`src/pkg/scb_pkg.sv`:
```
package scb_pkg;
  localparam logic [4:0] ADDR_BAUD_CTRL  = 5'h00;
  localparam logic [4:0] ADDR_BAUD_FRAC  = 5'h04;
  localparam logic [4:0] ADDR_MODE0      = 5'h08;
  localparam logic [4:0] ADDR_CTRL       = 5'h0c;
  localparam logic [4:0] ADDR_MODE2      = 5'h10;
  localparam logic [4:0] ADDR_TMR_CMP    = 5'h14;
  localparam logic [4:0] ADDR_STATUS     = 5'h18;

  localparam int TAP0_BIT = 0;
  localparam int TAP1_BIT = 2;
  localparam int TAP2_BIT = 4;
  localparam int TAP3_BIT = 6;
  localparam int PRE_W    = 7;

  localparam logic [3:0] RX_SAMPLE_A = 4'h7;
  localparam logic [3:0] RX_SAMPLE_B = 4'h8;
  localparam logic [3:0] RX_SAMPLE_C = 4'h9;
  localparam logic [3:0] CNT_LAST    = 4'hf;
  localparam logic [4:0] FRAC_ONE    = 5'h10;

  typedef enum logic [1:0] {
    SCB_UCLK_TIMER = 2'h0,
    SCB_UCLK_BRG   = 2'h1,
    SCB_UCLK_SYS   = 2'h2,
    SCB_UCLK_EXT   = 2'h3
  } scb_uclk_t;

  // bit 0 of mode_reg0 field: 0 io interface, 1 uart
  typedef struct packed {
    logic [1:0] gen_input_clk_sel;
    logic       frac_en;
    logic [3:0] divisor;
    logic [3:0] fraction;
    logic       uart_mode;
    scb_uclk_t  uart_clk_sel;
    logic       clk_in;
    logic       edge_fall;
    logic       buffer_mode;
    logic [15:0] tmr_cmp;
  } scb_cfg_t;

  localparam scb_cfg_t CFG_RESET = '{2'h0, 1'b0, 4'h2, 4'h1, 1'b0,
                                     SCB_UCLK_TIMER, 1'b0, 1'b0, 1'b0,
                                     16'h0001};
endpackage

```
`src/logic/scb_top.sv`:
```
`timescale 1ns/1ps
module scb_top #(
  parameter int BUF_W = 1
) (
  input  wire logic             clk_sys,
  input  wire logic             rst_n,
  input  wire logic [4:0]       avs_address,
  input  wire logic             avs_read,
  input  wire logic             avs_write,
  input  wire logic [31:0]      avs_writedata,
  output logic      [31:0]      avs_readdata,
  output logic                  avs_waitrequest,
  input  wire logic             sclk_i,
  output logic                  sclk_o,
  output logic                  sclk_oe,
  input  wire logic             rxd_i,
  output logic                  shift_clock,
  output logic                  tx_bit_tick,
  output logic                  rx_double,
  output logic                  tx_double,
  output logic                  rx_bit_valid,
  output logic      [BUF_W-1:0] rx_bit_data,
  input  wire logic             rx_bit_ready
);
  logic              rst_s1_reg;
  logic              rst_n_reg;
  scb_pkg::scb_cfg_t cfg_reg;
  logic              wait_reg;
  logic [31:0]       rdata_reg;
  logic [scb_pkg::PRE_W-1:0] pre_reg;
  logic              tap_tick;
  logic [4:0]        brg_cnt_reg;
  logic [4:0]        brg_len_reg;
  logic [3:0]        frac_acc_reg;
  logic [4:0]        frac_sum;
  logic [4:0]        n_val;
  logic              brg_pulse_reg;
  logic [15:0]       tmr_cnt_reg;
  logic              tff_reg;
  logic              tmr_rise_reg;
  logic              sclk_prev_reg;
  logic              ext_edge;
  logic              tick_next;
  logic              step;
  logic [3:0]        rx_cnt_reg;
  logic [3:0]        tx_cnt_reg;
  logic [2:0]        vote_reg;
  logic              push;
  logic [BUF_W-1:0]  push_data;
  logic              pop;
  logic              tail_v_reg;
  logic [BUF_W-1:0]  tail_d_reg;
  logic              req;

  // reset released through two flops, asserted at once
  always_ff @(posedge clk_sys or negedge rst_n) begin
    if (!rst_n) begin
      rst_s1_reg <= 1'b0;
      rst_n_reg  <= 1'b0;
    end else begin
      rst_s1_reg <= 1'b1;
      rst_n_reg  <= rst_s1_reg;
    end
  end

  // avalon slave: every access answers with waitrequest low one cycle
  // after it is seen, so the master always waits exactly one cycle
  assign req = avs_read | avs_write;

  always_ff @(posedge clk_sys or negedge rst_n_reg) begin
    if (!rst_n_reg) begin
      wait_reg <= 1'b1;
    end else begin
      wait_reg <= !(req && wait_reg);
    end
  end

  always_ff @(posedge clk_sys or negedge rst_n_reg) begin
    if (!rst_n_reg) begin
      rdata_reg <= 32'h0000_0000;
    end else if (avs_read && wait_reg) begin
      case (avs_address)
        scb_pkg::ADDR_BAUD_CTRL: rdata_reg <= {25'h0, cfg_reg.frac_en,
          cfg_reg.gen_input_clk_sel, cfg_reg.divisor};
        scb_pkg::ADDR_BAUD_FRAC: rdata_reg <= {28'h0, cfg_reg.fraction};
        scb_pkg::ADDR_MODE0: rdata_reg <= {28'h0, cfg_reg.uart_clk_sel,
          1'b0, cfg_reg.uart_mode};
        scb_pkg::ADDR_CTRL: rdata_reg <= {30'h0, cfg_reg.edge_fall,
          cfg_reg.clk_in};
        scb_pkg::ADDR_MODE2: rdata_reg <= {31'h0, cfg_reg.buffer_mode};
        scb_pkg::ADDR_TMR_CMP: rdata_reg <= {16'h0, cfg_reg.tmr_cmp};
        scb_pkg::ADDR_STATUS: rdata_reg <= {24'h0, rx_cnt_reg,
          tail_v_reg, rx_bit_valid, tx_double, rx_double};
        default: rdata_reg <= 32'h0000_0000;
      endcase
    end
  end

  // a write lands at the edge where waitrequest is seen low
  always_ff @(posedge clk_sys or negedge rst_n_reg) begin
    if (!rst_n_reg) begin
      cfg_reg <= scb_pkg::CFG_RESET;
    end else if (avs_write && !wait_reg) begin
      case (avs_address)
        scb_pkg::ADDR_BAUD_CTRL: begin
          cfg_reg.divisor           <= avs_writedata[3:0];
          cfg_reg.gen_input_clk_sel <= avs_writedata[5:4];
          cfg_reg.frac_en           <= avs_writedata[6];
        end
        scb_pkg::ADDR_BAUD_FRAC: cfg_reg.fraction <= avs_writedata[3:0];
        scb_pkg::ADDR_MODE0: begin
          cfg_reg.uart_mode    <= avs_writedata[0];
          cfg_reg.uart_clk_sel <= scb_pkg::scb_uclk_t'(avs_writedata[3:2]);
        end
        scb_pkg::ADDR_CTRL: begin
          cfg_reg.clk_in    <= avs_writedata[0];
          cfg_reg.edge_fall <= avs_writedata[1];
        end
        scb_pkg::ADDR_MODE2: cfg_reg.buffer_mode <= avs_writedata[0];
        scb_pkg::ADDR_TMR_CMP: cfg_reg.tmr_cmp <= avs_writedata[15:0];
        default: ;
      endcase
    end
  end

  // free prescaler; a tap fires when its bit and all bits below it are ones
  always_ff @(posedge clk_sys or negedge rst_n_reg) begin
    if (!rst_n_reg) begin
      pre_reg <= '0;
    end else begin
      pre_reg <= pre_reg + 1'b1;
    end
  end

  always_comb begin
    case (cfg_reg.gen_input_clk_sel)
      2'h0:    tap_tick = &pre_reg[scb_pkg::TAP0_BIT:0];
      2'h1:    tap_tick = &pre_reg[scb_pkg::TAP1_BIT:0];
      2'h2:    tap_tick = &pre_reg[scb_pkg::TAP2_BIT:0];
      default: tap_tick = &pre_reg[scb_pkg::TAP3_BIT:0];
    endcase
  end

  // divisor field 0 reads as 16; fraction adds one tick on carry
  assign n_val    = (cfg_reg.divisor == 4'h0) ? scb_pkg::FRAC_ONE
                                              : {1'b0, cfg_reg.divisor};
  assign frac_sum = {1'b0, frac_acc_reg}
                  + (scb_pkg::FRAC_ONE - {1'b0, cfg_reg.fraction});

  always_ff @(posedge clk_sys or negedge rst_n_reg) begin
    if (!rst_n_reg) begin
      brg_cnt_reg   <= 5'h01;
      brg_len_reg   <= 5'h02;
      frac_acc_reg  <= 4'h0;
      brg_pulse_reg <= 1'b0;
    end else begin
      brg_pulse_reg <= 1'b0;
      if (tap_tick) begin
        if (brg_cnt_reg >= brg_len_reg) begin
          brg_pulse_reg <= 1'b1;
          brg_cnt_reg   <= 5'h01;
          if (cfg_reg.uart_mode && cfg_reg.frac_en) begin
            frac_acc_reg <= frac_sum[3:0];
            brg_len_reg  <= n_val + {4'h0, frac_sum[4]};
          end else begin
            frac_acc_reg <= 4'h0;
            brg_len_reg  <= n_val;
          end
        end else begin
          brg_cnt_reg <= brg_cnt_reg + 5'h01;
        end
      end
    end
  end

  // timer flip-flop toggles on compare match; a shift period is two
  always_ff @(posedge clk_sys or negedge rst_n_reg) begin
    if (!rst_n_reg) begin
      tmr_cnt_reg  <= 16'h0000;
      tff_reg      <= 1'b0;
      tmr_rise_reg <= 1'b0;
    end else begin
      tmr_rise_reg <= 1'b0;
      if (tmr_cnt_reg >= cfg_reg.tmr_cmp) begin
        tmr_cnt_reg  <= 16'h0000;
        tff_reg      <= !tff_reg;
        tmr_rise_reg <= !tff_reg;
      end else begin
        tmr_cnt_reg <= tmr_cnt_reg + 16'h0001;
      end
    end
  end

  // external clock is synchronous to clk_sys, so one delay finds edges
  always_ff @(posedge clk_sys or negedge rst_n_reg) begin
    if (!rst_n_reg) begin
      sclk_prev_reg <= 1'b0;
    end else begin
      sclk_prev_reg <= sclk_i;
    end
  end

  assign ext_edge = cfg_reg.edge_fall ? (sclk_prev_reg && !sclk_i)
                                      : (!sclk_prev_reg && sclk_i);

  always_comb begin
    if (!cfg_reg.uart_mode) begin
      if (cfg_reg.clk_in) begin
        tick_next = ext_edge;
      end else begin
        tick_next = brg_pulse_reg && !sclk_o;
      end
    end else begin
      case (cfg_reg.uart_clk_sel)
        scb_pkg::SCB_UCLK_TIMER: tick_next = tmr_rise_reg;
        scb_pkg::SCB_UCLK_BRG:   tick_next = brg_pulse_reg;
        scb_pkg::SCB_UCLK_SYS:   tick_next = 1'b1;
        scb_pkg::SCB_UCLK_EXT:   tick_next = !sclk_prev_reg && sclk_i;
        default:                 tick_next = 1'b0;
      endcase
    end
  end

  // divided clock out; idles low while the pin is an input
  always_ff @(posedge clk_sys or negedge rst_n_reg) begin
    if (!rst_n_reg) begin
      sclk_o  <= 1'b0;
      sclk_oe <= 1'b0;
    end else begin
      sclk_oe <= !cfg_reg.uart_mode && !cfg_reg.clk_in;
      if (cfg_reg.uart_mode || cfg_reg.clk_in) begin
        sclk_o <= 1'b0;
      end else if (brg_pulse_reg) begin
        sclk_o <= !sclk_o;
      end
    end
  end

  always_ff @(posedge clk_sys or negedge rst_n_reg) begin
    if (!rst_n_reg) begin
      shift_clock <= 1'b0;
    end else begin
      shift_clock <= tick_next;
    end
  end

  // a full buffer drops the tick instead of a decided bit: the counters
  // simply wait, trading bit timing accuracy for no lost data
  assign step = shift_clock && !tail_v_reg;

  always_ff @(posedge clk_sys or negedge rst_n_reg) begin
    if (!rst_n_reg) begin
      rx_cnt_reg  <= 4'h0;
      tx_cnt_reg  <= 4'h0;
      tx_bit_tick <= 1'b0;
      vote_reg    <= 3'h0;
    end else begin
      tx_bit_tick <= 1'b0;
      if (step && cfg_reg.uart_mode) begin
        rx_cnt_reg  <= rx_cnt_reg + 4'h1;
        tx_cnt_reg  <= tx_cnt_reg + 4'h1;
        tx_bit_tick <= (tx_cnt_reg == scb_pkg::CNT_LAST);
        if (rx_cnt_reg + 4'h1 == scb_pkg::RX_SAMPLE_A) begin
          vote_reg[0] <= rxd_i;
        end
        if (rx_cnt_reg + 4'h1 == scb_pkg::RX_SAMPLE_B) begin
          vote_reg[1] <= rxd_i;
        end
      end else if (step) begin
        tx_bit_tick <= 1'b1;
      end
      if (!cfg_reg.uart_mode) begin
        rx_cnt_reg <= 4'h0;
        tx_cnt_reg <= 4'h0;
      end
    end
  end

  // uart decides at the ninth count by majority, io takes each tick
  always_comb begin
    push      = 1'b0;
    push_data = '0;
    if (step && cfg_reg.uart_mode) begin
      push      = (rx_cnt_reg + 4'h1 == scb_pkg::RX_SAMPLE_C);
      push_data = BUF_W'((vote_reg[0] & vote_reg[1])
                | (vote_reg[0] & rxd_i) | (vote_reg[1] & rxd_i));
    end else if (step) begin
      push      = 1'b1;
      push_data = BUF_W'(rxd_i);
    end
  end

  // two-entry buffer: head drives the port, tail absorbs one stall
  assign pop = rx_bit_valid && rx_bit_ready;

  always_ff @(posedge clk_sys or negedge rst_n_reg) begin
    if (!rst_n_reg) begin
      rx_bit_valid <= 1'b0;
      rx_bit_data  <= '0;
      tail_v_reg   <= 1'b0;
      tail_d_reg   <= '0;
    end else if (pop) begin
      if (tail_v_reg) begin
        rx_bit_data <= tail_d_reg;
        tail_v_reg  <= push;
        tail_d_reg  <= push_data;
      end else begin
        rx_bit_valid <= push;
        rx_bit_data  <= push_data;
      end
    end else if (push) begin
      if (!rx_bit_valid) begin
        rx_bit_valid <= 1'b1;
        rx_bit_data  <= push_data;
      end else begin
        tail_v_reg <= 1'b1;
        tail_d_reg <= push_data;
      end
    end
  end

  always_ff @(posedge clk_sys or negedge rst_n_reg) begin
    if (!rst_n_reg) begin
      rx_double <= 1'b0;
      tx_double <= 1'b0;
    end else begin
      rx_double <= cfg_reg.uart_mode || cfg_reg.clk_in
                || cfg_reg.buffer_mode;
      tx_double <= cfg_reg.buffer_mode;
    end
  end

  assign avs_readdata    = rdata_reg;
  assign avs_waitrequest = wait_reg;
endmodule

```
`config.mk`:
```
export PLATFORM = sky130hd
export DESIGN_NAME = scb_top
export DESIGN_NICKNAME = d
export VERILOG_FILES = /design/src/pkg/scb_pkg.sv /design/src/logic/scb_top.sv
export SDC_FILE = /design/constraint.sdc
export NUM_CORES = 1
export LEC_CHECK = 0
export ABC_AREA = 0
export BUFFER_PORTS_ARGS = -buffer_cell sky130_fd_sc_hd__clkbuf_2
export CAP_MARGIN = 15
export CORE_AREA = 3 3 108 110
export DETAILED_ROUTE_END_ITERATION = 10
export DIE_AREA = 0 0 111 113
export PLACE_DENSITY = 0.76
export SETUP_SLACK_MARGIN = 0.15
export SYNTH_ARGS = -nofsm -noshare
export SYNTH_HDL_FRONTEND = slang
export SYNTH_SLANG_ARGS = --single-unit
```
`constraint.sdc`:
```
create_clock -name clk_sys -period 8.15 [get_ports clk_sys]
set_input_delay 2.445 -clock clk_sys [delete_from_list [all_inputs] [get_ports clk_sys]]
set_output_delay 2.445 -clock clk_sys [all_outputs]
set_load 0.02 [all_outputs]
```
**Yosys cells after proc, flatten, opt, wreduce, memory -nomap -nowiden**

Cells that the tools add are included.

- Bits in writable memories: 0
- Bits in read-only memories: 0
- Register bits: 129
- Bits in latches: 0
- Bits of input ports: 44
- Logic and storage cells: 157
- Memories kept: 0

- Divide/modulo/power cells: 0
- Equality and inequality tests: 19
- Mux-type cells: 40
- Order comparisons: 2
- Multipliers: 0
- Reduce and logical (&&, ||, !) cells: 45
- Bitwise operators: 6
- Shift operators: 0
- Add/sub/neg operators: 8

Operator list:

| kind | number |
|---|---|
| $pmux 16 s7 | 1 |
| $mux 1 | 28 |
| $reduce_and 2->1 | 12 |
| $mux 4 | 5 |
| $add 16x1->16 const B | 1 |
| $ge 16x16->1 | 1 |
| $mux 16 | 1 |
| $eq 5x5->1 const B | 3 |
| $mux 5 | 3 |
| $eq 4x4->1 const B | 3 |
| $logic_and 1x1->1 | 11 |
| $eq 5x4->1 const B | 2 |
| $logic_not 1->1 | 9 |
| $add 4x1->4 const B | 2 |
| $add 7x1->7 const B | 1 |
| $reduce_and 7->1 | 1 |
| $eq 2x2->1 const B | 3 |
| $ne 2x1->1 const B | 3 |
| $reduce_and 3->1 | 2 |
| $reduce_bool 2->1 | 3 |
| $add 4x5->5 | 1 |
| $add 5x1->5 | 1 |
| $add 5x1->5 const B | 1 |
| $eq 5x3->1 const B | 1 |
| other kinds (14) | 21 |

**Longest topological paths before layout**

- Depth in word-level cells: 7
- Mapped depth: 12

**Least setup slack after synthesis**

No wires, ideal clock.

- Path type: in2reg
- Start point: input avs_address[2]
- End point: register cfg_reg[26] in the netlist's numbering
- Data required time: 8.025 ns
- Slack: 4.350 ns
- Buffers on the path: 0
- Arrival: 3.675 ns
- Stages on the path: 4
- Cell sequence: or3_1 > nor3_1 > nand2_1 > mux2_2

- Longest elaborated chain between the ends: 2

Ends and longest elaborated chain:

| what | RTL line | RTL |
|---|---|---|
| from (decl) | scb_top.sv:7 | `input wire logic [4:0] avs_address,` |
| $logic_not 5->1 | scb_top.sv:104 | `case (avs_address)` |
| $reduce_and 2->1 (no line) | n/a |  |
| to (signal assigned) | scb_top.sv:102 | `cfg_reg <= scb_pkg::CFG_RESET;` |
| to (decl) | scb_top.sv:27 | `scb_pkg::scb_cfg_t cfg_reg;` |

Every way passes these cells.
A chain may end at the register's enable or synchronous reset.

**Final worst setup path**

- Start point: input avs_address[3]
- End point: register cfg_reg[2] in the netlist's numbering

- Longest elaborated chain between the ends: 2

Ends and longest elaborated chain:

| what | RTL line |
|---|---|
| $eq 5x5->1 | scb_top.sv:104 |
| $reduce_and 2->1 (no line) | n/a |

Every way passes these cells.

==> results_dict.tcl <==
set metrics [dict create \
    area_growth_pct 15.6 \
    slew_headroom_pct 35.5 \
    groute.usage.overall_pct 21.6 \
    ys_types 51 \
    num_vias 4327 \
    worst_slew_pin_slew_ps 955 \
    final.min_clock_period_ps 4110 \
    setup_slack_ps 4040 \
    pre_cts_slack_ps 3580 \
    drt-initial-drc-count 268 \
    clkSinkCount 113 \
    synthesis.area_mm2 0.00584 \
    design_area_mm2 0.00676 \
    synth-simple-area-share_pct 14.1 \
    nets 708 \
    synth_xor_area_share_pct 4.35 \
    yosysTopAreaCell "dfrtp_1" \
    grt_util_met3_pct 6.68 \
    fin_worst_skew_ps 4.86 \
    yosysSeqAreaShare_pct 48.5 \
    instances_no_fill 779 \
    synth.area.mux_share_pct 9.12 \
    clockRootBuffer "clkbuf_8" \
    antenna_cells 0 \
    crit_type "primary input to flop" \
    pin_count 85 \
    dieArea_mm2 0.0125 \
    drive_above_1_share_pct 20.8 \
    hold_class "flop to asynchronous set/reset pin" \
    core_area_mm2 0.0108 \
    synth_top_family_by_area "simple AND/OR/NAND/NOR gates" \
    routed_via_density 5.55 \
    ctsHoldBuffers 0 \
    grt.busiest_layer "met2" \
    antenna_left 0 \
    status "finished, final reports clean" \
    nFillCells 861 \
    met1_usage_pct 26.2 \
    drv_cap 0 \
    finalSetupViolCount 0 \
    gp_congestion 0.900 \
    final_common_cell "dfrtp_1" \
    cts_buffers 17 \
    hold_viol 0 \
    most-common-layout-cells "106 x dfrtp_1, 65 x nand2_1, 52 x clkbuf_2" \
    antenna_found_initial 0 \
    syn_inst 571 \
    drc 0 \
    power.leakage_nw 3.21 \
    finalCritPeriodShare_pct 50.5 \
    grt-ovfl-total 0 \
    grt_pass1_wl_um 21700 \
    arrival_ps 4520 \
    avgSynthCellArea_um2 10.2 \
    async_flop_share_pct 100 \
    required_ps 8550 \
    insertion_delay_ps 530 \
    synth_area_leaders "dfrtp_1 46%, ha_1 7.9%, mux2_2 7.3%" \
    post_cts.repair.setup_buffers 0 \
    endpoint_kind "flop" \
    first_global_vias 4521 \
    port_buffers 52 \
    ys_seq_elements 113 \
    cts_resized 0 \
    die_width_um 111 \
    synthAdderAreaFrac_pct 8.27 \
    use_met2_pct 36.6 \
    largest_reg_flops 33 \
    yosys_warnings 0 \
    initial_core_util_pct 54.1 \
    fin_util_pct 62.6 \
    rsz0062_at_grt "no" \
    placed_area_mm2 0.00616 \
    cts_tree "done" \
    grt_max_degree 68 \
    firstDrtPassIters 4 \
    clk_pin_slew_ps 50 \
    die_height_um 113 \
    synth.top_cell.area_share_pct 45.8 \
    placed_cells 747 \
    pwr_density_cell_mw_per_mm2 275 \
    ir_drop_mv 0.163 \
    cp_max_fo 16 \
    dp_hpwl_um 8780 \
    critPathLaunchType "primary input" \
    finalMaxSlewViolations 0 \
    wl_um 12600 \
    synth_edf_count 0 \
    wl_per_cell_um 16.2 \
    fmax_ghz 0.243 \
    rows 38 \
    h-tree-depth 4 \
    cts.path.max_buffers 2 \
    synth_flop_cell "dfrtp_1" \
    synth-compound-area-share_pct 9.77 \
    fin_setup_tns_ps 0 \
]
cells in the mapped netlist (2+ instances only):
| cell type | n |
|---|---|
| a21o_1 | 6 |
| a21oi_1 | 26 |
| xor2_1 | 15 |
| xnor2_1 | 14 |
| buf_4 | 16 |
| nor2_1 | 37 |
| mux2i_1 | 6 |
| nand3b_1 | 2 |
| o41ai_1 | 2 |
| nor2b_1 | 6 |
| o31ai_1 | 4 |
| nand2b_1 | 3 |
| or3_1 | 3 |
| o21ai_0 | 39 |
| or4b_1 | 2 |
| nor3b_1 | 2 |
| nand4_1 | 7 |
| and2_1 | 2 |
| a221oi_1 | 3 |
| mux4_2 | 2 |
| a22oi_1 | 6 |
| clkbuf_1 | 13 |
| and3_1 | 3 |
| ha_1 | 37 |
| nand3_1 | 29 |
| dfstp_2 | 6 |
| buf_1 | 2 |
| o311ai_0 | 2 |
| dfrtp_1 | 107 |
| nor3_1 | 9 |
| conb_1 | 2 |
| a31oi_1 | 2 |
| inv_1 | 37 |
| nand2_1 | 65 |
| mux2_2 | 38 |
path summary, 6_finish.rpt:
kind                                       startpoint                           to  slack [ps]  cells after the start
hold reg to reg                   rst_n_reg$_DFF_PN0_         pre_reg[0]$_DFF_PN0_         330                      0
hold / removal                    rst_n_reg$_DFF_PN0_         pre_reg[0]$_DFF_PN0_         330                      0
max in group asynchronous                       rst_n          rst_n_reg$_DFF_PN0_        6350                      1
setup / recovery                       avs_address[3]       cfg_reg[2]$_DFFE_PN0P_        4040                      5
min in group clk_sys             rst_s1_reg$_DFF_PN0_          rst_n_reg$_DFF_PN0_         350                      0
setup reg to reg           brg_cnt_reg[0]$_DFFE_PN1P_  frac_acc_reg[1]$_DFFE_PN0P_        5510                      8
metal layers:
metal	up-vias	share of wire, %
li1	2058	-
met1	2129	43
met2	118	50
met3	22	4.9
met4	0	2.0
met5	-	0
area by class of cell:
class | instances | area, um^2 | share of cell area [%]
Clock inverter | 10 | 133 | 1.96
Timing Repair Buffer | 54 | 275 | 4.07
Clock buffer | 22 | 463 | 6.85
Tap cell | 140 | 175 | 2.59
Sequential cell | 113 | 2840 | 42.0
Multi-Input combinational cell | 402 | 2730 | 40.4
Inverter | 38 | 143 | 2.11
cell families after synthesis:
logic type	after synthesis
buffers and inverters	71
DFF	113
and+or+nand+nor	176
AOI/OAI and AO/OA	96
other	2
xor gates and xnor gates	29
adders and majority gates	38
muxes	46
metrics by stage:
| step | hold slack (ps) | power (W) |
|---|---|---|
| after floorplan | 331 | 0.00101 |
| after global placement | 340 | 0.00109 |
| after detailed placement | 340 | 0.00112 |
| after CTS | 352 | 0.00187 |
| after global routing | 353 | 0.00196 |
| final | 333 | 0.00186 |
report_power, final:
group | leakage (nW) | total [W] | internal [W] | switching [W]
Combinational | 1.44 | 0.000375 | 0.000158 | 0.000217
Clock | 0.287 | 0.000742 | 0.000487 | 0.000255
Sequential | 1.48 | 0.000741 | 0.000651 | 0.0000904
Total | 3.21 | 0.00186 | 0.00130 | 0.000562
critical path, stage by stage:
cell	delay [ps]
clkbuf_2	200
nor2b_1	370
and3_1	510
nand2_1	530
mux2_2	450
Power figures use the tool's default switching activity.
